### config.mk
export PLATFORM = sky130hd
export DESIGN_NAME = itv_ctrl
export DESIGN_NICKNAME = d
export VERILOG_FILES = /design/src/itv_pkg.sv /design/src/itv_wr_if.sv /design/src/itv_node.sv /design/src/itv_xmux.sv /design/src/itv_ctrl.sv
export SDC_FILE = /design/constraint.sdc
export NUM_CORES = 1
export LEC_CHECK = 0
export ABC_AREA = 1
export BUFFER_PORTS_ARGS = -buffer_cell sky130_fd_sc_hd__buf_2
export CORE_MARGIN = 1
export CORE_UTILIZATION = 25
export DETAILED_ROUTE_END_ITERATION = 8
export GPL_TIMING_DRIVEN = 1
export PLACE_DENSITY = 0.42
export SETUP_SLACK_MARGIN = 0.4
export SLEW_MARGIN = 5
export SYNTH_ARGS = -nofsm -noshare
export SYNTH_HDL_FRONTEND = slang
export SYNTH_HIERARCHICAL = 1
export SYNTH_SLANG_ARGS = --single-unit
### constraint.sdc
create_clock -name i_clk -period 40.5 [get_ports i_clk]
set_clock_uncertainty 0.05 [all_clocks]
set_input_delay 8.1 -clock i_clk [delete_from_list [all_inputs] [get_ports i_clk]]
set_output_delay 8.1 -clock i_clk [all_outputs]
set_load 0.01 [all_outputs]
### src/itv_pkg.sv
// constants and types shared by the interrupt and trap vectoring block
package itv_pkg;

	// node counts and widths
	localparam int NODES = 16;
	localparam int NSTD  = 12;
	localparam int NMUX  = 4;
	localparam int NXEVT = 14;

	// register port offsets
	localparam logic [7:0] ADR_NODE0 = 8'h00;
	localparam logic [7:0] ADR_MUX0  = 8'h10;
	localparam logic [7:0] ADR_TFR   = 8'h14;
	localparam logic [7:0] ADR_STAT  = 8'h15;

	// node control register layout
	localparam int NC_FLAG = 7;
	localparam int NC_EN   = 6;
	localparam int NC_LVL  = 2;

	// values after reset
	localparam logic [15:0] NODE_RST = 16'h0000;
	localparam logic [15:0] MUX_RST  = 16'h0000;
	localparam logic [15:0] TFR_RST  = 16'h0000;

	// trap flag register bit positions
	localparam int TF_NMI  = 15;
	localparam int TF_STO  = 14;
	localparam int TF_STU  = 13;
	localparam int TF_UND  = 7;
	localparam int TF_MAC  = 4;
	localparam int TF_PRT  = 3;
	localparam int TF_OPA  = 2;
	localparam int TF_INA  = 1;
	localparam int TF_BUS  = 0;

	// trap numbers; vector location is four times the number
	localparam logic [6:0] TRAP_RST = 7'h00;
	localparam logic [6:0] TRAP_NMI = 7'h02;
	localparam logic [6:0] TRAP_STO = 7'h04;
	localparam logic [6:0] TRAP_STU = 7'h06;
	localparam logic [6:0] TRAP_CLB = 7'h0A;
	localparam logic [3:0] ILVL_MAX = 4'hF;

	// timer 6, capture reload, adc done, adc overrun, async 0 tx, tx buf,
	// rx, err, sync 0 tx, rx, err, pwm, extended vectors 0..3
	localparam logic [6:0] NODE_TRAP [NODES] = '{
		7'h26, 7'h27, 7'h28, 7'h29, 7'h2A, 7'h47, 7'h2B, 7'h2C,
		7'h2D, 7'h2E, 7'h2F, 7'h3F, 7'h40, 7'h41, 7'h42, 7'h43};

	// extended event indices; XE_NONE is a constant zero input
	localparam int XE_CAN1 = 0;
	localparam int XE_CAN2 = 1;
	localparam int XE_IRX  = 2;
	localparam int XE_ITX  = 3;
	localparam int XE_IER  = 4;
	localparam int XE_SRX  = 5;
	localparam int XE_STX  = 6;
	localparam int XE_SER  = 7;
	localparam int XE_ARX  = 8;
	localparam int XE_ATX  = 9;
	localparam int XE_ATB  = 10;
	localparam int XE_AER  = 11;
	localparam int XE_PLL  = 12;
	localparam int XE_PWM  = 13;
	localparam int XE_NONE = 14;

	// source of each flag bit of each multiplexer register
	localparam int MUX_MAP [NMUX][8] = '{
		'{XE_CAN1, XE_IRX, XE_ITX, XE_SRX, XE_STX, XE_ARX, XE_ATX, XE_ATB},
		'{XE_CAN2, XE_IRX, XE_ITX, XE_SRX, XE_STX, XE_ARX, XE_ATX, XE_ATB},
		'{XE_PWM, XE_IRX, XE_ITX, XE_SRX, XE_STX, XE_ARX, XE_ATX, XE_ATB},
		'{XE_CAN1, XE_CAN2, XE_IER, XE_SER, XE_AER, XE_PLL, XE_PWM,
			XE_NONE}};

	typedef enum logic [1:0] {RK_NONE, RK_B, RK_A} itv_rank_t;
	typedef enum logic [2:0] {
		K_NONE, K_RST, K_NMI, K_STO, K_STU, K_CLB, K_SWT, K_IRQ
	} itv_kind_t;

endpackage

### src/itv_wr_if.sv
// register write path shared by the control register modules
`timescale 1ns/10ps
interface itv_wr_if;
	logic        wr;
	logic [7:0]  addr;
	logic [15:0] wdata;
	modport src  (output wr, addr, wdata);
	modport sink (input wr, addr, wdata);
endinterface

### src/itv_node.sv
// control register of one interrupt node: flag, enable, level
`timescale 1ns/10ps
module itv_node #(
	parameter logic [7:0] ADDR = 8'h00
) (
	// clock and reset
	input  wire logic        i_clk,
	input  wire logic        i_sys_rst,
	// register writes
	itv_wr_if.sink           bus,
	// request set and service clear
	input  wire logic        i_evt,
	input  wire logic        i_ack,
	// state
	output logic      [15:0] o_ctrl,
	output logic             o_req,
	output logic      [3:0]  o_lvl
);
	logic        flag_r;
	logic        en_r;
	logic [3:0]  lvl_r;
	logic        flag_nxt;
	wire         hit = bus.wr && (bus.addr == ADDR);

	// event wins over both software write and service clear
	assign flag_nxt = i_evt | (hit ? bus.wdata[itv_pkg::NC_FLAG]
		: (flag_r & ~i_ack));

	always_ff @(posedge i_clk or posedge i_sys_rst) begin
		if (i_sys_rst) begin
			flag_r <= itv_pkg::NODE_RST[itv_pkg::NC_FLAG];
			en_r   <= itv_pkg::NODE_RST[itv_pkg::NC_EN];
			lvl_r  <= itv_pkg::NODE_RST[itv_pkg::NC_LVL +: 4];
		end else begin
			flag_r <= flag_nxt;
			if (hit) begin
				en_r  <= bus.wdata[itv_pkg::NC_EN];
				lvl_r <= bus.wdata[itv_pkg::NC_LVL +: 4];
			end
		end
	end

	assign o_ctrl = {8'h00, flag_r, en_r, lvl_r, 2'b00};
	assign o_req  = flag_r & en_r;
	assign o_lvl  = lvl_r;

	set_wins_a: assert property (@(posedge i_clk) disable iff (i_sys_rst)
		i_evt |=> flag_r) else $error("node event lost");
endmodule

### src/itv_xmux.sv
// one extended vector multiplexer: enable byte over flag byte
`timescale 1ns/10ps
module itv_xmux #(
	parameter logic [7:0] ADDR = 8'h10
) (
	// clock and reset
	input  wire logic        i_clk,
	input  wire logic        i_sys_rst,
	// register writes
	itv_wr_if.sink           bus,
	// source events
	input  wire logic [7:0]  i_evt,
	// state
	output logic      [15:0] o_reg,
	output logic             o_req
);
	logic [7:0] en_r;
	logic [7:0] flag_r;
	wire        hit = bus.wr && (bus.addr == ADDR);

	always_ff @(posedge i_clk or posedge i_sys_rst) begin
		if (i_sys_rst) begin
			en_r   <= itv_pkg::MUX_RST[15:8];
			flag_r <= itv_pkg::MUX_RST[7:0];
		end else begin
			// writing zero clears a flag; events set even if masked
			flag_r <= i_evt | (hit ? (flag_r & bus.wdata[7:0])
				: flag_r);
			if (hit)
				en_r <= bus.wdata[15:8];
		end
	end

	assign o_reg = {en_r, flag_r};
	assign o_req = |(en_r & flag_r);

	flag_poll_a: assert property (@(posedge i_clk) disable iff (i_sys_rst)
		i_evt != 8'h00 |=> (flag_r & $past(i_evt)) == $past(i_evt))
		else $error("masked event not flagged");
	flag_hold_a: assert property (@(posedge i_clk) disable iff (i_sys_rst)
		flag_r[0] && !hit |=> flag_r[0])
		else $error("flag cleared by hardware");
endmodule

### src/itv_ctrl.sv
// interrupt and trap vectoring with extended vector multiplexers
`timescale 1ns/10ps
// Overview of operation
// - standard source vector is four times trap
// - hardware trap branches non-maskably to vector
// - each hardware trap except reset sets its trap flag bit
// - trap pre-empts unless equal or higher class trap serviced
// - trap service blocks interrupts
// - resets use vector zero, highest rank
// - class A traps at 08, 10, 18
// - class B traps share vector 28h
// - traps and reset force level fifteen
// - software trap any number, keeps level
// - four extended vectors at 100h..10Ch
// - mux bits fifteen..eight are enables
// - mux bits seven..zero are flags
// - enabled raised flag requests extended vector
// - flags set even when enable clear
// - can, i2c, sync, async routing fixed
// - pll and pwm unit 2 routing
// - each source: flag, enable, sixteen levels
// - only strictly higher level pre-empts service
module itv_ctrl (
	// clock and reset
	input  wire logic        i_clk,
	input  wire logic        i_sys_rst,
	// register port
	input  wire logic [7:0]  i_addr,
	input  wire logic [15:0] i_wdata,
	input  wire logic        i_wr,
	input  wire logic        i_rd,
	output logic      [15:0] o_rdata,
	// standard and extended peripheral events
	input  wire logic [11:0] i_std_evt,
	input  wire logic [13:0] i_xevt,
	// trap events
	input  wire logic        i_sw_reset,
	input  wire logic        i_wdt_ovf,
	input  wire logic        i_nmi,
	input  wire logic        i_stk_ovf,
	input  wire logic        i_stk_unf,
	input  wire logic        i_undef_opc,
	input  wire logic        i_mac_trap,
	input  wire logic        i_prot_fault,
	input  wire logic        i_ill_operand,
	input  wire logic        i_ill_instr,
	input  wire logic        i_ill_bus,
	// software trap instruction
	input  wire logic        i_swtrap,
	input  wire logic [6:0]  i_swtrap_num,
	// cpu side
	input  wire logic [3:0]  i_cpu_ilvl,
	input  wire logic        i_vec_ack,
	input  wire logic        i_trap_done,
	output logic             o_vec_req,
	output logic      [15:0] o_vec_loc,
	output logic      [6:0]  o_trap_num,
	output logic      [3:0]  o_new_ilvl,
	output logic             o_is_trap,
	output logic             o_trap_active
);

	itv_wr_if wr_bus ();

	logic [15:0]         node_ctrl [itv_pkg::NODES];
	logic [3:0]          node_lvl [itv_pkg::NODES];
	logic [15:0]         node_req;
	logic [15:0]         node_evt;
	logic [15:0]         node_ack;
	logic [15:0]         mux_reg [itv_pkg::NMUX];
	logic [3:0]          xreq;
	logic [3:0]          xreq_prev_r;
	logic [14:0]         xevt_pad;

	logic [15:0]         tfr_r;
	logic [15:0]         tfr_set;
	logic                rst_pend_r;
	logic [2:0]          a_pend_r;
	logic                b_pend_r;
	logic                sw_pend_r;
	logic [6:0]          sw_num_r;
	itv_pkg::itv_rank_t  svc_r;
	itv_pkg::itv_rank_t  svc_nxt;
	itv_pkg::itv_kind_t  pres_kind_r;
	logic [3:0]          pres_node_r;

	itv_pkg::itv_kind_t  cand_kind;
	itv_pkg::itv_kind_t  pres_kind_nxt;
	logic [6:0]          cand_trap;
	logic [3:0]          cand_ilvl;
	logic                cand_is_trap;
	logic                a_ok;
	logic                b_ok;
	logic                best_ok;
	logic [3:0]          best_idx;
	logic [3:0]          best_lvl;
	logic [15:0]         rd_val;
	logic [15:0]         stat;

	// register write path to the control register modules
	assign wr_bus.wr    = i_wr;
	assign wr_bus.addr  = i_addr;
	assign wr_bus.wdata = i_wdata;

	// extended events padded with a constant zero source
	assign xevt_pad = {1'b0, i_xevt};

	// four identical multiplexers with fixed source routing
	for (genvar m = 0; m < itv_pkg::NMUX; m++) begin : g_mux
		logic [7:0] mevt;
		for (genvar b = 0; b < 8; b++) begin : g_bit
			assign mevt[b] = xevt_pad[itv_pkg::MUX_MAP[m][b]];
		end
		itv_xmux #(
			.ADDR (8'(itv_pkg::ADR_MUX0 + m))
		) u_xmux (
			.i_clk     (i_clk),
			.i_sys_rst (i_sys_rst),
			.bus       (wr_bus),
			.i_evt     (mevt),
			.o_reg     (mux_reg[m]),
			.o_req     (xreq[m])
		);
	end

	// extended node flag is set on a new multiplexer request only
	assign node_evt = {xreq & ~xreq_prev_r, i_std_evt};

	assign node_ack = (i_vec_ack && pres_kind_r == itv_pkg::K_IRQ)
		? (16'h0001 << pres_node_r) : 16'h0000;

	for (genvar n = 0; n < itv_pkg::NODES; n++) begin : g_node
		itv_node #(
			.ADDR (8'(itv_pkg::ADR_NODE0 + n))
		) u_node (
			.i_clk     (i_clk),
			.i_sys_rst (i_sys_rst),
			.bus       (wr_bus),
			.i_evt     (node_evt[n]),
			.i_ack     (node_ack[n]),
			.o_ctrl    (node_ctrl[n]),
			.o_req     (node_req[n]),
			.o_lvl     (node_lvl[n])
		);
	end

	// highest level above the cpu level; lowest index wins a tie
	always_comb begin
		best_ok  = 1'b0;
		best_idx = 4'h0;
		best_lvl = 4'h0;
		for (int i = 0; i < itv_pkg::NODES; i++) begin
			if (node_req[i] && node_lvl[i] > i_cpu_ilvl &&
					(!best_ok || node_lvl[i] > best_lvl)) begin
				best_ok  = 1'b1;
				best_idx = 4'(i);
				best_lvl = node_lvl[i];
			end
		end
	end

	// trap flag register: events set, writing zero clears
	assign tfr_set = {i_nmi, i_stk_ovf, i_stk_unf, 5'b0_0000,
		i_undef_opc, 2'b00, i_mac_trap, i_prot_fault, i_ill_operand,
		i_ill_instr, i_ill_bus};

	// ranking of pending work against the trap in service
	assign a_ok = (svc_r != itv_pkg::RK_A);
	assign b_ok = (svc_r == itv_pkg::RK_NONE);

	assign cand_kind =
		rst_pend_r                 ? itv_pkg::K_RST :
		(a_ok && a_pend_r[0])      ? itv_pkg::K_NMI :
		(a_ok && a_pend_r[1])      ? itv_pkg::K_STO :
		(a_ok && a_pend_r[2])      ? itv_pkg::K_STU :
		(b_ok && b_pend_r)         ? itv_pkg::K_CLB :
		sw_pend_r                  ? itv_pkg::K_SWT :
		(b_ok && best_ok)          ? itv_pkg::K_IRQ :
		itv_pkg::K_NONE;

	assign cand_trap =
		(cand_kind == itv_pkg::K_RST) ? itv_pkg::TRAP_RST :
		(cand_kind == itv_pkg::K_NMI) ? itv_pkg::TRAP_NMI :
		(cand_kind == itv_pkg::K_STO) ? itv_pkg::TRAP_STO :
		(cand_kind == itv_pkg::K_STU) ? itv_pkg::TRAP_STU :
		(cand_kind == itv_pkg::K_CLB) ? itv_pkg::TRAP_CLB :
		(cand_kind == itv_pkg::K_SWT) ? sw_num_r :
		itv_pkg::NODE_TRAP[best_idx];

	assign cand_is_trap = (cand_kind != itv_pkg::K_NONE) &&
		(cand_kind != itv_pkg::K_SWT) && (cand_kind != itv_pkg::K_IRQ);

	assign cand_ilvl =
		(cand_kind == itv_pkg::K_SWT) ? i_cpu_ilvl :
		(cand_kind == itv_pkg::K_IRQ) ? best_lvl :
		itv_pkg::ILVL_MAX;

	// one idle cycle follows each taken vector
	assign pres_kind_nxt = i_vec_ack ? itv_pkg::K_NONE : cand_kind;

	// rank of the trap in service after this cycle
	assign svc_nxt =
		(i_vec_ack && (pres_kind_r == itv_pkg::K_NMI ||
			pres_kind_r == itv_pkg::K_STO ||
			pres_kind_r == itv_pkg::K_STU)) ? itv_pkg::RK_A :
		(i_vec_ack && pres_kind_r == itv_pkg::K_CLB) ? itv_pkg::RK_B :
		(i_vec_ack && pres_kind_r == itv_pkg::K_RST) ? itv_pkg::RK_NONE :
		i_trap_done ? itv_pkg::RK_NONE : svc_r;

	always_ff @(posedge i_clk or posedge i_sys_rst) begin
		if (i_sys_rst)
			tfr_r <= itv_pkg::TFR_RST;
		else if (i_wr && i_addr == itv_pkg::ADR_TFR)
			tfr_r <= tfr_set | (tfr_r & i_wdata);
		else
			tfr_r <= tfr_set | tfr_r;
	end

	// pending traps: events set, taking the vector clears, set wins
	always_ff @(posedge i_clk or posedge i_sys_rst) begin
		if (i_sys_rst) begin
			rst_pend_r <= 1'b1;
			a_pend_r   <= 3'b000;
			b_pend_r   <= 1'b0;
		end else begin
			rst_pend_r <= i_sw_reset | i_wdt_ovf | (rst_pend_r &
				~(i_vec_ack && pres_kind_r == itv_pkg::K_RST));
			a_pend_r[0] <= i_nmi | (a_pend_r[0] &
				~(i_vec_ack && pres_kind_r == itv_pkg::K_NMI));
			a_pend_r[1] <= i_stk_ovf | (a_pend_r[1] &
				~(i_vec_ack && pres_kind_r == itv_pkg::K_STO));
			a_pend_r[2] <= i_stk_unf | (a_pend_r[2] &
				~(i_vec_ack && pres_kind_r == itv_pkg::K_STU));
			b_pend_r <= (|tfr_set[itv_pkg::TF_UND:itv_pkg::TF_BUS]) |
				(b_pend_r &
				~(i_vec_ack && pres_kind_r == itv_pkg::K_CLB));
		end
	end

	// software trap request held until the cpu takes it
	always_ff @(posedge i_clk or posedge i_sys_rst) begin
		if (i_sys_rst) begin
			sw_pend_r <= 1'b0;
			sw_num_r  <= 7'h00;
		end else begin
			sw_pend_r <= i_swtrap | (sw_pend_r &
				~(i_vec_ack && pres_kind_r == itv_pkg::K_SWT));
			if (i_swtrap)
				sw_num_r <= i_swtrap_num;
		end
	end

	always_ff @(posedge i_clk or posedge i_sys_rst) begin
		if (i_sys_rst) begin
			svc_r         <= itv_pkg::RK_NONE;
			o_trap_active <= 1'b0;
			xreq_prev_r   <= 4'h0;
		end else begin
			svc_r         <= svc_nxt;
			o_trap_active <= (svc_nxt != itv_pkg::RK_NONE);
			xreq_prev_r   <= xreq;
		end
	end

	// presented vector, registered toward the cpu
	always_ff @(posedge i_clk or posedge i_sys_rst) begin
		if (i_sys_rst) begin
			pres_kind_r <= itv_pkg::K_NONE;
			pres_node_r <= 4'h0;
			o_vec_req   <= 1'b0;
			o_vec_loc   <= 16'h0000;
			o_trap_num  <= 7'h00;
			o_new_ilvl  <= 4'h0;
			o_is_trap   <= 1'b0;
		end else begin
			pres_kind_r <= pres_kind_nxt;
			pres_node_r <= best_idx;
			o_vec_req   <= (pres_kind_nxt != itv_pkg::K_NONE);
			o_vec_loc   <= {7'h00, cand_trap, 2'b00};
			o_trap_num  <= cand_trap;
			o_new_ilvl  <= cand_ilvl;
			o_is_trap   <= cand_is_trap && !i_vec_ack;
		end
	end

	// status: rank in service and pending work
	assign stat = {11'h000, sw_pend_r, b_pend_r, |a_pend_r, svc_r};

	// read decode; unmapped addresses read zero
	assign rd_val =
		(i_addr < itv_pkg::ADR_MUX0) ? node_ctrl[i_addr[3:0]] :
		(i_addr < itv_pkg::ADR_TFR)  ? mux_reg[i_addr[1:0]] :
		(i_addr == itv_pkg::ADR_TFR) ? tfr_r :
		(i_addr == itv_pkg::ADR_STAT) ? stat : 16'h0000;

	always_ff @(posedge i_clk or posedge i_sys_rst) begin
		if (i_sys_rst)
			o_rdata <= 16'h0000;
		else
			o_rdata <= i_rd ? rd_val : 16'h0000;
	end

	vec_loc_a: assert property (@(posedge i_clk) disable iff (i_sys_rst)
		o_vec_req |-> o_vec_loc == {7'h00, o_trap_num, 2'b00})
		else $error("vector not four times trap");
	std_vec_a: assert property (@(posedge i_clk) disable iff (i_sys_rst)
		o_vec_req && pres_kind_r == itv_pkg::K_IRQ && pres_node_r == 4'h5
		|-> o_vec_loc == 16'h011C && o_trap_num == 7'h47)
		else $error("standard vector location wrong");
	trap_flag_a: assert property (@(posedge i_clk) disable iff (i_sys_rst)
		i_stk_ovf |=> tfr_r[itv_pkg::TF_STO])
		else $error("trap flag not set");
	trap_level_a: assert property (@(posedge i_clk) disable iff (i_sys_rst)
		o_vec_req && o_is_trap |-> o_new_ilvl == 4'hF)
		else $error("trap level not forced");
	reset_vec_a: assert property (@(posedge i_clk) disable iff (i_sys_rst)
		o_vec_req && pres_kind_r == itv_pkg::K_RST |->
		o_trap_num == 7'h00 && o_vec_loc == 16'h0000)
		else $error("reset vector wrong");
	class_b_a: assert property (@(posedge i_clk) disable iff (i_sys_rst)
		o_vec_req && pres_kind_r == itv_pkg::K_CLB |->
		o_vec_loc == 16'h0028 && svc_r == itv_pkg::RK_NONE)
		else $error("class b vector wrong");
	nmi_rank_a: assert property (@(posedge i_clk) disable iff (i_sys_rst)
		o_vec_req && pres_kind_r == itv_pkg::K_NMI |->
		svc_r != itv_pkg::RK_A && o_vec_loc == 16'h0008)
		else $error("nmi presented over class a");
	irq_block_a: assert property (@(posedge i_clk) disable iff (i_sys_rst)
		o_trap_active && o_vec_req |-> pres_kind_r != itv_pkg::K_IRQ)
		else $error("interrupt during trap service");
	irq_level_a: assert property (@(posedge i_clk) disable iff (i_sys_rst)
		o_vec_req && pres_kind_r == itv_pkg::K_IRQ |->
		o_new_ilvl > $past(i_cpu_ilvl))
		else $error("interrupt not above level");
	sw_keep_a: assert property (@(posedge i_clk) disable iff (i_sys_rst)
		o_vec_req && pres_kind_r == itv_pkg::K_SWT |->
		o_new_ilvl == $past(i_cpu_ilvl) && !o_is_trap)
		else $error("software trap changed level");
	ack_gap_a: assert property (@(posedge i_clk) disable iff (i_sys_rst)
		i_vec_ack |=> !o_vec_req)
		else $error("no idle cycle after ack");
	xvec_rise_a: assert property (@(posedge i_clk) disable iff (i_sys_rst)
		$rose(xreq[3]) |=> node_ctrl[15][itv_pkg::NC_FLAG])
		else $error("extended vector not requested");

endmodule

# Yosys cells after proc, flatten, opt, wreduce, memory -nomap -nowiden
# Memories as Yosys holds them, arrays and structs flattened.
# Cells that the tools add are included.
[classes] magnitude_cmp=36 eq_ne=38 n_shift=1 n_mux=102 bitwise_logic=103 reduce_logical=112
[ops] op="two-way mux 16 bit" n=10
[ops] op="two-way mux 4 bit" n=32
[ops] op="> comparator 4 bit" n=31
[ops] op="logical AND 1 bit" n=68
[ops] op="AND 8 bit" n=8
[ops] op="binary-select mux 16 bit (select 4 bit)" n=1
[ops] op="equality test 8 x 4 -> 1 bit, second input constant" n=8
[ops] op="two-way mux 7 bit" n=8
[ops] op="equality test 8 x 5 -> 1 bit, second input constant" n=6
[ops] op="AND 1 bit" n=38
[ops] op="two-way mux 1 bit" n=33
[ops] op="binary-select mux 16 bit (select 2 bit)" n=1
[ops] op="equality test 8 x 3 -> 1 bit, second input constant" n=4
[ops] op="two-way mux 8 bit" n=4
[ops] op="bitwise OR 16 bit" n=2
[ops] op="OR reduction 8 bit" n=4
[ops] op="equality test 3 bit, second input constant" n=8
[ops] op="two-way mux 3 bit" n=8
[ops] op="bitwise OR 8 bit" n=3
[ops] op="bitwise OR 1 bit" n=23
[ops] op="inverter 1 bit" n=22
[ops] op="logical OR 1 bit" n=17
[ops] op="AND 16 bit" n=1
[ops] op="equality test 8 x 2 -> 1 bit, second input constant" n=2
[ops] op="other kinds (23)" n=50
[word_totals] register_bits=232 rom_bits=112 in_bits=79 output_inout_bits=46 elab_cells=465 mem_count=1
[mem_list] memory="(name not given)" words=16 word_bits=7 rd=1 rd_ports_with_merged_regs=0 wr=0 line_no="itv_ctrl.sv:188" source="itv_pkg::NODE_TRAP[best_idx];"

# Depth between registers and ports, before layout
# Gate-level depths: netlist of the first run.
[depth] word_depth=78 mapped_depth=173 depth_no_buf=170

# Hierarchy
# The synthesis of the first run kept the hierarchy.
[modules_own_cells] mod="itv_ctrl" instances=1 cells_per_inst=1522 area_each_um2=9850.7 seq_area_each_um2=1803.0
[modules_own_cells] mod="itv_node (g_node[10].u_node ...)" instances=4 cells_per_inst=61 area_each_um2=488.0 seq_area_each_um2=150.1
[modules_own_cells] mod="itv_xmux (g_mux[1].u_xmux ...)" instances=2 cells_per_inst=103 area_each_um2=859.6 seq_area_each_um2=400.4
[modules_own_cells] mod="itv_node (g_node[13].u_node ...)" instances=2 cells_per_inst=62 area_each_um2=499.2 seq_area_each_um2=150.1
[modules_own_cells] mod="itv_xmux (g_mux[0].u_xmux)" instances=1 cells_per_inst=113 area_each_um2=969.7 seq_area_each_um2=400.4
[modules_own_cells] mod="itv_node (g_node[1].u_node ...)" instances=2 cells_per_inst=63 area_each_um2=483.0 seq_area_each_um2=150.1
[modules_own_cells] mod="itv_node (g_node[4].u_node ...)" instances=2 cells_per_inst=58 area_each_um2=464.2 seq_area_each_um2=150.1
[modules_own_cells] mod="itv_node (g_node[11].u_node ...)" instances=2 cells_per_inst=57 area_each_um2=451.7 seq_area_each_um2=150.1
[modules_own_cells] mod="itv_xmux (g_mux[3].u_xmux)" instances=1 cells_per_inst=104 area_each_um2=860.8 seq_area_each_um2=400.4
[modules_own_cells] mod="itv_node (g_node[3].u_node)" instances=1 cells_per_inst=61 area_each_um2=490.5 seq_area_each_um2=150.1
[modules_own_cells] mod="itv_node (g_node[12].u_node)" instances=1 cells_per_inst=57 area_each_um2=461.7 seq_area_each_um2=150.1
[modules_own_cells] mod="itv_node (g_node[15].u_node)" instances=1 cells_per_inst=58 area_each_um2=455.4 seq_area_each_um2=150.1
[modules_own_cells] mod="itv_node (g_node[0].u_node)" instances=1 cells_per_inst=60 area_each_um2=441.7 seq_area_each_um2=150.1

# Worst setup path before layout of the first run
# OpenSTA, ideal clock, no wires.
[synth_timing] path_type="input port to flip-flop" from="input i_cpu_ilvl[3]" to="register o_vec_loc[5]" setup_ns=0.077 t_arrival_ns=25.015 required_ns=40.373 slack_ns=15.358 stages=156 n_path_buf=2 cell_sequence="inv_1 > ha_1 > nand2_1 > o21ai_2 > a21oi_2 > nand2_1 > ha_1 > nand2_1 > inv_1 > nand2_1 > nand2_1 > nand2_1 > nand2_2 > nand2_2 > o21ai_0 > ha_1 > a21oi_1 > o21ai_0 > [120 not listed] > nand2_1 > ha_1 > nand2_1 > o21bai_1 > nand2_1 > o21ai_0 > a21oi_1 > inv_1 > nand2_1 > inv_1 > nand2_1 > inv_1 > ha_1 > a21oi_1 > o21ai_1 > o21ai_0 > nand2_1 > a21oi_1"
[synth_between] elab_cells_between_ends=162 cone_classes="order compare: 31; eq/ne: 6; mux: 61; bitwise: 1; reduce/logical: 62; memory: 1"
[synth_rtl] item="from (decl)" line_no="itv_ctrl.sv:52" source="input wire logic [3:0] i_cpu_ilvl,"
[synth_rtl] item="> comparator 4 bit" line_no="itv_ctrl.sv:153" source="if (node_req[i] && node_lvl[i] > i_cpu_ilvl &&"
[synth_rtl] item="logical AND 1 bit" line_no="itv_ctrl.sv:153"
[synth_rtl] item="two-way mux 4 bit or two-way mux 1 bit (tied branches)" line_no="itv_ctrl.sv:153"
[synth_rtl] item="> comparator 4 bit or logical NOT 1 bit (tied branches)" line_no="itv_ctrl.sv:154" source="(!best_ok || node_lvl[i] > best_lvl)) begin"
[synth_rtl] item="logical OR 1 bit" line_no="itv_ctrl.sv:154"
[synth_rtl] item="logical AND 1 bit" line_no="itv_ctrl.sv:153"
[synth_rtl] item="two-way mux 4 bit or two-way mux 1 bit (tied branches)" line_no="itv_ctrl.sv:153"
[synth_rtl] item="> comparator 4 bit or logical NOT 1 bit (tied branches)" line_no="itv_ctrl.sv:154"
[synth_rtl] item="[55 not listed]"
[synth_rtl] item="named net best_idx[1]" line_no="itv_ctrl.sv:95" source="logic [3:0] best_idx;"
[synth_rtl] item="[2 not listed]"
[synth_rtl] item="two-way mux 7 bit (not written as such) * (2 in a row)" line_no="itv_ctrl.sv:188"
[synth_rtl] item="two-way mux 7 bit *" line_no="itv_ctrl.sv:187" source="(cand_kind == itv_pkg::K_SWT) ? sw_num_r :"
[synth_rtl] item="two-way mux 7 bit *" line_no="itv_ctrl.sv:186" source="(cand_kind == itv_pkg::K_CLB) ? itv_pkg::TRAP_CLB :"
[synth_rtl] item="two-way mux 7 bit *" line_no="itv_ctrl.sv:185" source="(cand_kind == itv_pkg::K_STU) ? itv_pkg::TRAP_STU :"
[synth_rtl] item="two-way mux 7 bit *" line_no="itv_ctrl.sv:184" source="(cand_kind == itv_pkg::K_STO) ? itv_pkg::TRAP_STO :"
[synth_rtl] item="two-way mux 7 bit *" line_no="itv_ctrl.sv:183" source="(cand_kind == itv_pkg::K_NMI) ? itv_pkg::TRAP_NMI :"
[synth_rtl] item="two-way mux 7 bit *" line_no="itv_ctrl.sv:182" source="(cand_kind == itv_pkg::K_RST) ? itv_pkg::TRAP_RST :"
[synth_rtl] item="named net cand_trap[3]" line_no="itv_ctrl.sv:89" source="logic [6:0] cand_trap;"
[synth_rtl] item="to (signal assigned)" line_no="itv_ctrl.sv:279" source="o_vec_loc <= {7'h00, cand_trap, 2'b00};"
[synth_rtl] item="to (decl)" line_no="itv_ctrl.sv:56" source="output logic [15:0] o_vec_loc,"
# The timed path passes the listed nets; every way through them passes the cells marked *. The select of a mux whose other input is x is not followed.
# A chain may end at the register's enable or synchronous reset.

# Worst setup path in the final report of the first run
# Ends and elaborated chain as after synthesis.

==> out/results.md, run 1 <==
| Parameter | Reported | Unit |
|---|---|---|
| Seq. cell area | 5807 | um2 |
| Highest achievable clock rate | 0.03638 | GHz |
| Number of primary I/O pins | 125 | - |
| Area share of and/or/nand/nor cells after synthesis | 32.34 | % |
| Root buffer cell | sky130_fd_sc_hd__clkbuf_16 | - |
| Reg2reg end | o_vec_loc[5]$_DFF_PP0_ | - |
| Largest family of logic cells by synthesized area | simple AND/OR/NAND/NOR gates | - |
| Proportion of power drawn by the clock network | 42.8 | % |
| Number of library cell types mapped by synthesis | 47 | - |
| Unrepaired setup endpoints after global routing | false | - |
| Type of the worst min-delay path | register to register | - |
| Initial antenna violation count | 2 | - |
| Clock-pin transition on the worst setup and hold timing paths | 0.06 | ns |
| Power per unit of standard cell area | 29.42 | nW/um2 |
| Sequential share of the synthesized area | 27.65 | % |
| Final Hold Violating Endpoints | 0 | - |
| Clock period minus final worst setup slack | 27.49 | ns |
| Count of warnings emitted by yosys | 6 | - |
| Die area | 85150 | um2 |
| Required @ worst endpoint | 40.97 | ns |
| Worst path buffer plus inverter count | 18 | - |
| Fraction of layout instances using a drive strength above 1 | 17.11 | % |
| Worst Reg-to-Reg Cells | 150 | - |
| Number of buffer cells added on primary ports | 115 | - |
| Endpoint type of the worst setup path | register | - |
| Most frequently used flop master after synthesis | sky130_fd_sc_hd__dfrtp_1 | - |
| Max-cap check violation count | 0 | - |
| First-pass GRT wire length | 111.8 | mm |
| Slew at the pin closest to its max-slew limit | 1.051 | ns |
| Sw Share | 32.86 | % |
| Deepest clock path buffer count | 3 | - |
| Via count of the first global-routing pass | 17690 | - |
| First-iteration detailed-routing DRC count | 958 | - |
| Largest delay contributor family on the critical path | simple AND/OR/NAND/NOR gates | - |
| Worst setup startpoint | i_cpu_ilvl[3] | - |
| Final critical-path share of the clock period | 67.88 | % |
| Sinks on the clock net | 232 | - |
| Synthesized-area fraction occupied by ao, oa, aoi and oai cells | 13.51 | % |
| Critical path class | input pin to register | - |
| Crit path top cell by count | sky130_fd_sc_hd__nand2_1 | - |
| Combinational Power Share | 19.1 | % |
| Instance count of the mapped netlist | 2905 | - |
| Starting Density | 25.41 | % |
| Number of remaining DRC errors | 0 | - |
| Number of gates on the worst path with buffers counted | 152 | - |
| Endpoint of the most critical setup path | o_vec_loc[5]$_DFF_PP0_ | - |
| Routed length per instance | 18.14 | um |
| Final weighted congestion in routability-driven placement | 0.8283 | - |
| Syn_area_per_cell | 7.228 | um2 |
| Number of nets at the end of the flow | 3092 | - |
| Worst slew slack as a fraction of its limit | 29.93 | % |
| Standard-cell row count | 105 | - |
| Resized Gates After CTS | 0 | - |
| Start of the worst register-to-register path | g_node[0].u_node/o_lvl[3]$_DFFE_PP0P_ | - |
| Antenna viol nets, final | 0 | - |
| Sequential share of power | 38.1 | % |
| Synth Area in XOR/XNOR | 0 | % |
| Data arrival time of the critical path | 27.96 | ns |
| Die X | 291.8 | um |
| Critical path peak fanout | 16 | - |
| Signed area change from the synthesized netlist to the final layout | 6.346 | % |
| Result of the run | finished clean | - |
| Htree depth | 1 | - |
| Number of iterations in the first detailed-routing pass | 8 | - |
| Post-synthesis instance area | 21000 | um2 |
| Worst voltage drop across the vdd grid | 33.74 | uV |
| Pin count of the biggest net entering global routing | 69 | - |
| Multi-input combinational cell area | 11790 | um2 |
| Max incr delay on CP | 0.40 | ns |
| Fraction of synthesized area in multiplexers | 0 | % |
| Height of the die | 291.8 | um |
| Skew-Pair Late Insertion Delay | 0.61 | ns |
| Via count | 17630 | - |
| Area leader, netlist | sky130_fd_sc_hd__dfrtp_1 | - |
| HPWL after detailed placement | 51.62 | mm |
| Core region area | 82640 | um2 |
| Setup total negative slack | 0 | ns |
| Via-per-instance ratio | 4.421 | - |
| Number of flops mapped to enable cells by yosys | 0 | - |
| Dominant cells by area after synthesis | sky130_fd_sc_hd__dfrtp_1 28%, sky130_fd_sc_hd__nand2_1 13%, sky130_fd_sc_hd__buf_4 9.7% | - |
| Total Wirelength | 72.31 | mm |
| Power consumption | 0.6568 | mW |
| Total congestion overflow after global routing | 0 | - |
| CTS tree | done | - |
| Number of buffers added to fix hold violations after cts | 0 | - |
| Setup slack of the worst register-to-register path | 20.46 | ns |
| Post-synthesis adder-cell area fraction | 7.270 | % |
| Pins Over Slew Limit | 0 | - |
| Leakage power summed over all cells | 11.73 | nW |
| Number of filler instances in the final layout | 9188 | - |
| Number of CTS-inserted buffers | 31 | - |
| Number of flip-flops and latches in the synthesized netlist | 232 | - |
| Sort of element at the start of the critical path | input pin | - |
| Postcts setup bufs | 0 | - |
| Setup-violating endpoint count in the final report | 0 | - |
| Tot GR Track Use | 17.09 | % |
| Yosys top cell area share | 27.53 | % |
| Internal power | 0.4410 | mW |
| Fraction of registers with async set/reset | 100.0 | % |
| Cell with the largest stage delay on the worst path | sky130_fd_sc_hd__o21ai_0 | - |
| Switching pwr | 0.2159 | mW |
## cell families after synthesis
| family | Yosys count |
|---|---|
| buf+inv | 765 |
| fa+ha+maj | 122 |
| compound gates | 414 |
| simple gates | 1355 |
| flops | 232 |
| other cells | 17 |
## per-stage QoR
| step | hold WS, ns | worst slack (ns) | cells | cell area (um2) | util (%) |
|---|---|---|---|---|---|
| after global placement | 0.4143 | 12.60 | 3928 | 21300 | 25.77 |
| after floorplan | 0.3867 | 15.36 | 3058 | 21570 | - |
| after detailed placement | 0.4079 | 12.41 | 3928 | 21300 | 25.77 |
| final | 0.4228 | 13.01 | 3987 | 22330 | 27.02 |
| after CTS | 0.4235 | 13.00 | 3986 | 22330 | 27.02 |
| after global routing | 0.4415 | 10.34 | 3986 | 22330 | 27.02 |
## sequential cells by signal (all words and copies together) (netlist names), 2 cells and up
register and count:
a_pend_r 3, xreq_prev_r 4, sw_num_r 7, pres_node_r 4, pres_kind_r 3, o_new_ilvl 4
g_node.u_node/flag_r 16, g_mux.u_xmux/flag_r 32, g_node.u_node/o_lvl 64, svc_r 2, o_vec_loc 7, o_rdata 16
tfr_r 16, g_node.u_node/en_r 16, g_mux.u_xmux/en_r 32
## cells in the mapped netlist, types with 33 or more instances
| library cell | n |
|---|---|
| sky130_fd_sc_hd__o21ai_0 | 85 |
| sky130_fd_sc_hd__nor2_1 | 115 |
| sky130_fd_sc_hd__nand3_2 | 33 |
| sky130_fd_sc_hd__nand2_2 | 90 |
| sky130_fd_sc_hd__nand4_1 | 65 |
| sky130_fd_sc_hd__clkbuf_1 | 49 |
| sky130_fd_sc_hd__nand2_1 | 751 |
| sky130_fd_sc_hd__o221ai_1 | 79 |
| sky130_fd_sc_hd__dfrtp_1 | 231 |
| sky130_fd_sc_hd__nor2_4 | 35 |
| sky130_fd_sc_hd__a21oi_1 | 62 |
| sky130_fd_sc_hd__inv_1 | 399 |
| sky130_fd_sc_hd__nand3_1 | 173 |
| sky130_fd_sc_hd__ha_1 | 122 |
| sky130_fd_sc_hd__buf_4 | 272 |
| sky130_fd_sc_hd__o21ai_2 | 50 |
## tightest hold or removal path, cell delays in order (launching register included)
cell,delay [ns]
sky130_fd_sc_hd__dfrtp_1,0.34
sky130_fd_sc_hd__nand2_1,0.05
sky130_fd_sc_hd__nand2_1,0.05
## power groups by stage
stage	logic, mW	registers, mW	clock network [mW]
2_1_floorplan	0.0993	0.249	0
3_3_place_gp	0.127	0.255	0
3_5_place_dp	0.127	0.254	0
4_1_cts	0.127	0.250	0.289
5_1_grt	0.144	0.251	0.297
6_report	0.125	0.250	0.281
## how the worst min path moves through the flow
stage,slack (ns),to,startpoint,cells after the start
after detailed placement,0.41,sw_num_r[0]$_DFFE_PP0P_,sw_num_r[0]$_DFFE_PP0P_,2
after floorplan,0.39,sw_num_r[0]$_DFFE_PP0P_,sw_num_r[0]$_DFFE_PP0P_,2
after global placement,0.41,sw_num_r[0]$_DFFE_PP0P_,sw_num_r[0]$_DFFE_PP0P_,2
after global routing,0.44,sw_num_r[0]$_DFFE_PP0P_,sw_num_r[0]$_DFFE_PP0P_,2
after CTS,0.42,sw_num_r[0]$_DFFE_PP0P_,sw_num_r[0]$_DFFE_PP0P_,2
final,0.42,sw_num_r[0]$_DFFE_PP0P_,sw_num_r[0]$_DFFE_PP0P_,2
## layer usage
metal / GRT usage [%] / vias up / wire (um)
met5: 0 / - / 0
met4: 3.107 / 0 / 1285
li1: - / 9003 / -
met1: 23.01 / 8277 / 34130
met2: 29.49 / 278 / 34780
met3: 1.857 / 68 / 2118
## layout make-up
class / instances / share of cell area [%]
Clock inverter: 15 / 0.5827
Timing Repair Buffer: 138 / 3.373
Antenna cell: 1 / 0.01121
Clock buffer: 43 / 4.034
Multi-Input combinational cell: 2061 / 52.82
Sequential cell: 232 / 26.00
Inverter: 427 / 7.183
Tap cell: 1070 / 5.995
## placed cells by master (no fill, tap or decap), types with 31 or more instances in the layout
cell	n
sky130_fd_sc_hd__a21oi_1	62
sky130_fd_sc_hd__a31oi_1	32
sky130_fd_sc_hd__buf_2	113
sky130_fd_sc_hd__clkbuf_16	31
sky130_fd_sc_hd__conb_1	170
sky130_fd_sc_hd__dfrtp_1	231
sky130_fd_sc_hd__ha_1	122
sky130_fd_sc_hd__inv_1	398
sky130_fd_sc_hd__nand2_1	751
sky130_fd_sc_hd__nand2_2	90
sky130_fd_sc_hd__nand3_1	173
sky130_fd_sc_hd__nand3_2	33
sky130_fd_sc_hd__nand4_1	65
sky130_fd_sc_hd__nor2_1	115
sky130_fd_sc_hd__nor2_4	35
sky130_fd_sc_hd__o21ai_0	85
sky130_fd_sc_hd__o21ai_2	50
sky130_fd_sc_hd__o221ai_1	79
Power figures use the tool's default switching activity.
==> inputs of run 2 (changes only) <==
Clock period 40.5 ns to 28.1 ns, I/O delays scaled along.
==> run 2 against run 1 <==
Net effect: clock power increased by 52%; largest power group unchanged; core utilization about the same; die area stayed put; first-iteration DRC count grew 7.1%.
==> out/results.md, run 2 (synthesized netlist as in run 1, its figures left out) <==
| Parameter | Reported | Unit |
|---|---|---|
| Setup total negative slack | 0 | ns |
| Sort of element at the start of the critical path | input pin | - |
| Number of CTS-inserted buffers | 31 | - |
| Max incr delay on CP | 0.39 | ns |
| Sinks on the clock net | 232 | - |
| Worst-case setup slack after placement | 2.453 | ns |
| Leakage power summed over all cells | 11.76 | nW |
| Standard-cell row count | 105 | - |
| Final Hold Violating Endpoints | 0 | - |
| Fraction of layout instances using a drive strength above 1 | 17.10 | % |
| Slew at the pin closest to its max-slew limit | 1.061 | ns |
| Root buffer cell | sky130_fd_sc_hd__clkbuf_16 | - |
| Min-Delay Path Depth | 2 | - |
| First-iteration detailed-routing DRC count | 1026 | - |
| HPWL after detailed placement | 51.72 | mm |
| Die area | 85150 | um2 |
| Number of buffer cells added on primary ports | 115 | - |
| Critical path class | input pin to register | - |
| CTS tree | done | - |
| Data arrival time of the critical path | 25.39 | ns |
| Power per unit of standard cell area | 43.33 | nW/um2 |
| Max-cap check violation count | 0 | - |
| Resized Gates After CTS | 0 | - |
| Highest achievable clock rate | 0.04015 | GHz |
| Reg2reg end | o_vec_loc[5]$_DFF_PP0_ | - |
| Pins Over Slew Limit | 0 | - |
| Terminating pin of the worst hold path | sw_num_r[0]$_DFFE_PP0P_ | - |
| Total congestion overflow after global routing | 0 | - |
| Number of buffers added to fix hold violations after cts | 0 | - |
| Worst Reg-to-Reg Cells | 151 | - |
| Starting Density | 25.41 | % |
| Tot GR Track Use | 17.08 | % |
| Via count of the first global-routing pass | 17590 | - |
| Final setup margin | 3.194 | ns |
| Max FFs per register | 64 | - |
| Required @ worst endpoint | 28.59 | ns |
| Deepest clock path buffer count | 3 | - |
| Via-per-instance ratio | 4.436 | - |
| Worst slew slack as a fraction of its limit | 29.27 | % |
| Total Wirelength | 72.81 | mm |
| Final weighted congestion in routability-driven placement | 0.8269 | - |
| Initial antenna violation count | 1 | - |
| Height of the die | 291.8 | um |
| Result of the run | finished clean | - |
| Number of antenna diodes | 0 | - |
| Clock-pin transition on the worst setup and hold timing paths | 0.06 | ns |
| Final critical-path share of the clock period | 88.63 | % |
| Htree depth | 1 | - |
| Start of the worst register-to-register path | g_node[0].u_node/o_lvl[3]$_DFFE_PP0P_ | - |
| Postcts setup bufs | 0 | - |
| First-pass GRT wire length | 111.8 | mm |
| Worst voltage drop across the vdd grid | 49.66 | uV |
| Number of nets at the end of the flow | 3092 | - |
| Cell with the largest stage delay on the worst path | sky130_fd_sc_hd__o21ai_0 | - |
| Number of primary I/O pins | 125 | - |
| Endpoint type of the worst setup path | register | - |
| Largest delay contributor family on the critical path | simple AND/OR/NAND/NOR gates | - |
| Number of iterations in the first detailed-routing pass | 8 | - |
| Routed length per instance | 18.28 | um |
| Crit path top cell by count | sky130_fd_sc_hd__nand2_1 | - |
| Pin count of the biggest net entering global routing | 69 | - |
| Critical path peak fanout | 16 | - |
| Die X | 291.8 | um |
| Clock period minus final worst setup slack | 24.91 | ns |
| Antenna viol nets, final | 0 | - |
| Setup-violating endpoint count in the final report | 0 | - |
| Worst path buffer plus inverter count | 19 | - |
| Setup slack of the worst register-to-register path | 8.15 | ns |
| Hold Crit Start | sw_num_r[0]$_DFFE_PP0P_ | - |
| Type of the worst min-delay path | register to register | - |
| Skew-Pair Late Insertion Delay | 0.61 | ns |
| Most frequent standard cell in the layout excluding fill and tap cells | sky130_fd_sc_hd__nand2_1 | - |
| Unrepaired setup endpoints after global routing | false | - |
| Via count | 17670 | - |
| Highest-count cells in the layout ignoring fill and taps | 751 x sky130_fd_sc_hd__nand2_1, 398 x sky130_fd_sc_hd__inv_1, 231 x sky130_fd_sc_hd__dfrtp_1, 173 x sky130_fd_sc_hd__nand3_1, 170 x sky130_fd_sc_hd__conb_1 | - |
| Core region area | 82640 | um2 |
| Number of remaining DRC errors | 0 | - |
| Signed area change from the synthesized netlist to the final layout | 6.495 | % |
run 2: cell types whose count changed in the layout (fill, tap and decap cells not counted):
cell / change
sky130_fd_sc_hd__clkinv_4: -1
sky130_fd_sc_hd__clkinvlp_4: -2
sky130_fd_sc_hd__diode_2: -1
sky130_fd_sc_hd__clkinv_2: +1
sky130_fd_sc_hd__clkbuf_8: -3
sky130_fd_sc_hd__bufinv_16: +3
sky130_fd_sc_hd__inv_8: +1
sky130_fd_sc_hd__clkbuf_1: -2
run 2: layout make-up:
type,instances,area [um2]
clock inverters,17,212.7
repair buffers,138,753.2
clock buffers,38,852.1
flip-flops and latches,232,5807
well taps,1070,1339
fillers,9117,60270
multi-input cells,2061,11790
inverters,427,1604
run 2: metal layers:
layer | routed length [um] | GRT usage, % | share of wire, %
met1 | 34730 | 23.28 | 48
met2 | 34480 | 29.23 | 47
met3 | 1972 | 1.408 | 2.7
met4 | 1633 | 3.710 | 2.2
met5 | 0 | 0 | 0
run 2: worst max-delay path by stage:
stage	start	end	slack, ns	cells past startpoint
CTS	i_cpu_ilvl[3]	o_vec_loc[5]$_DFF_PP0_	3.06	153
global placement	i_cpu_ilvl[0]	o_vec_loc[5]$_DFF_PP0_	2.69	151
floorplan	i_cpu_ilvl[3]	o_vec_loc[5]$_DFF_PP0_	5.44	156
global route	i_cpu_ilvl[3]	o_vec_loc[5]$_DFF_PP0_	0.63	157
detailed placement	i_cpu_ilvl[3]	o_vec_loc[5]$_DFF_PP0_	2.45	154
finish	i_cpu_ilvl[3]	o_vec_loc[5]$_DFF_PP0_	3.19	153
run 2: where the power goes:
part | internal, mW | leakage, nW | switching [mW]
logic | 0.0559 | 8.38 | 0.125
registers | 0.346 | 2.84 | 0.0146
clock network | 0.252 | 0.533 | 0.175
run 2: worst register-to-register path: cells and delay by family, from the launching register on:
kind	cells	cell delay [ns]
AO/OA/AOI/OAI	38	6.04
adder cells (fa/ha/maj)	17	4.95
buffers and inverters	17	1.40
flip-flops	1	0.46
AND/OR/NAND/NOR	79	6.95
run 2: metrics by stage:
stage                     utilization [%]  hold WS [ns]  power, mW  cell area [um2]  instances
after floorplan                         -        0.3867     0.5021            21570       3058
after global placement              25.77        0.4137     0.5497            21300       3928
after detailed placement            25.77        0.4156     0.5494            21300       3928
after CTS                           27.06        0.4328     0.9807            22360       3983
after global routing                27.06        0.4484      1.016            22360       3983
final                               27.06        0.4311     0.9689            22360       3983
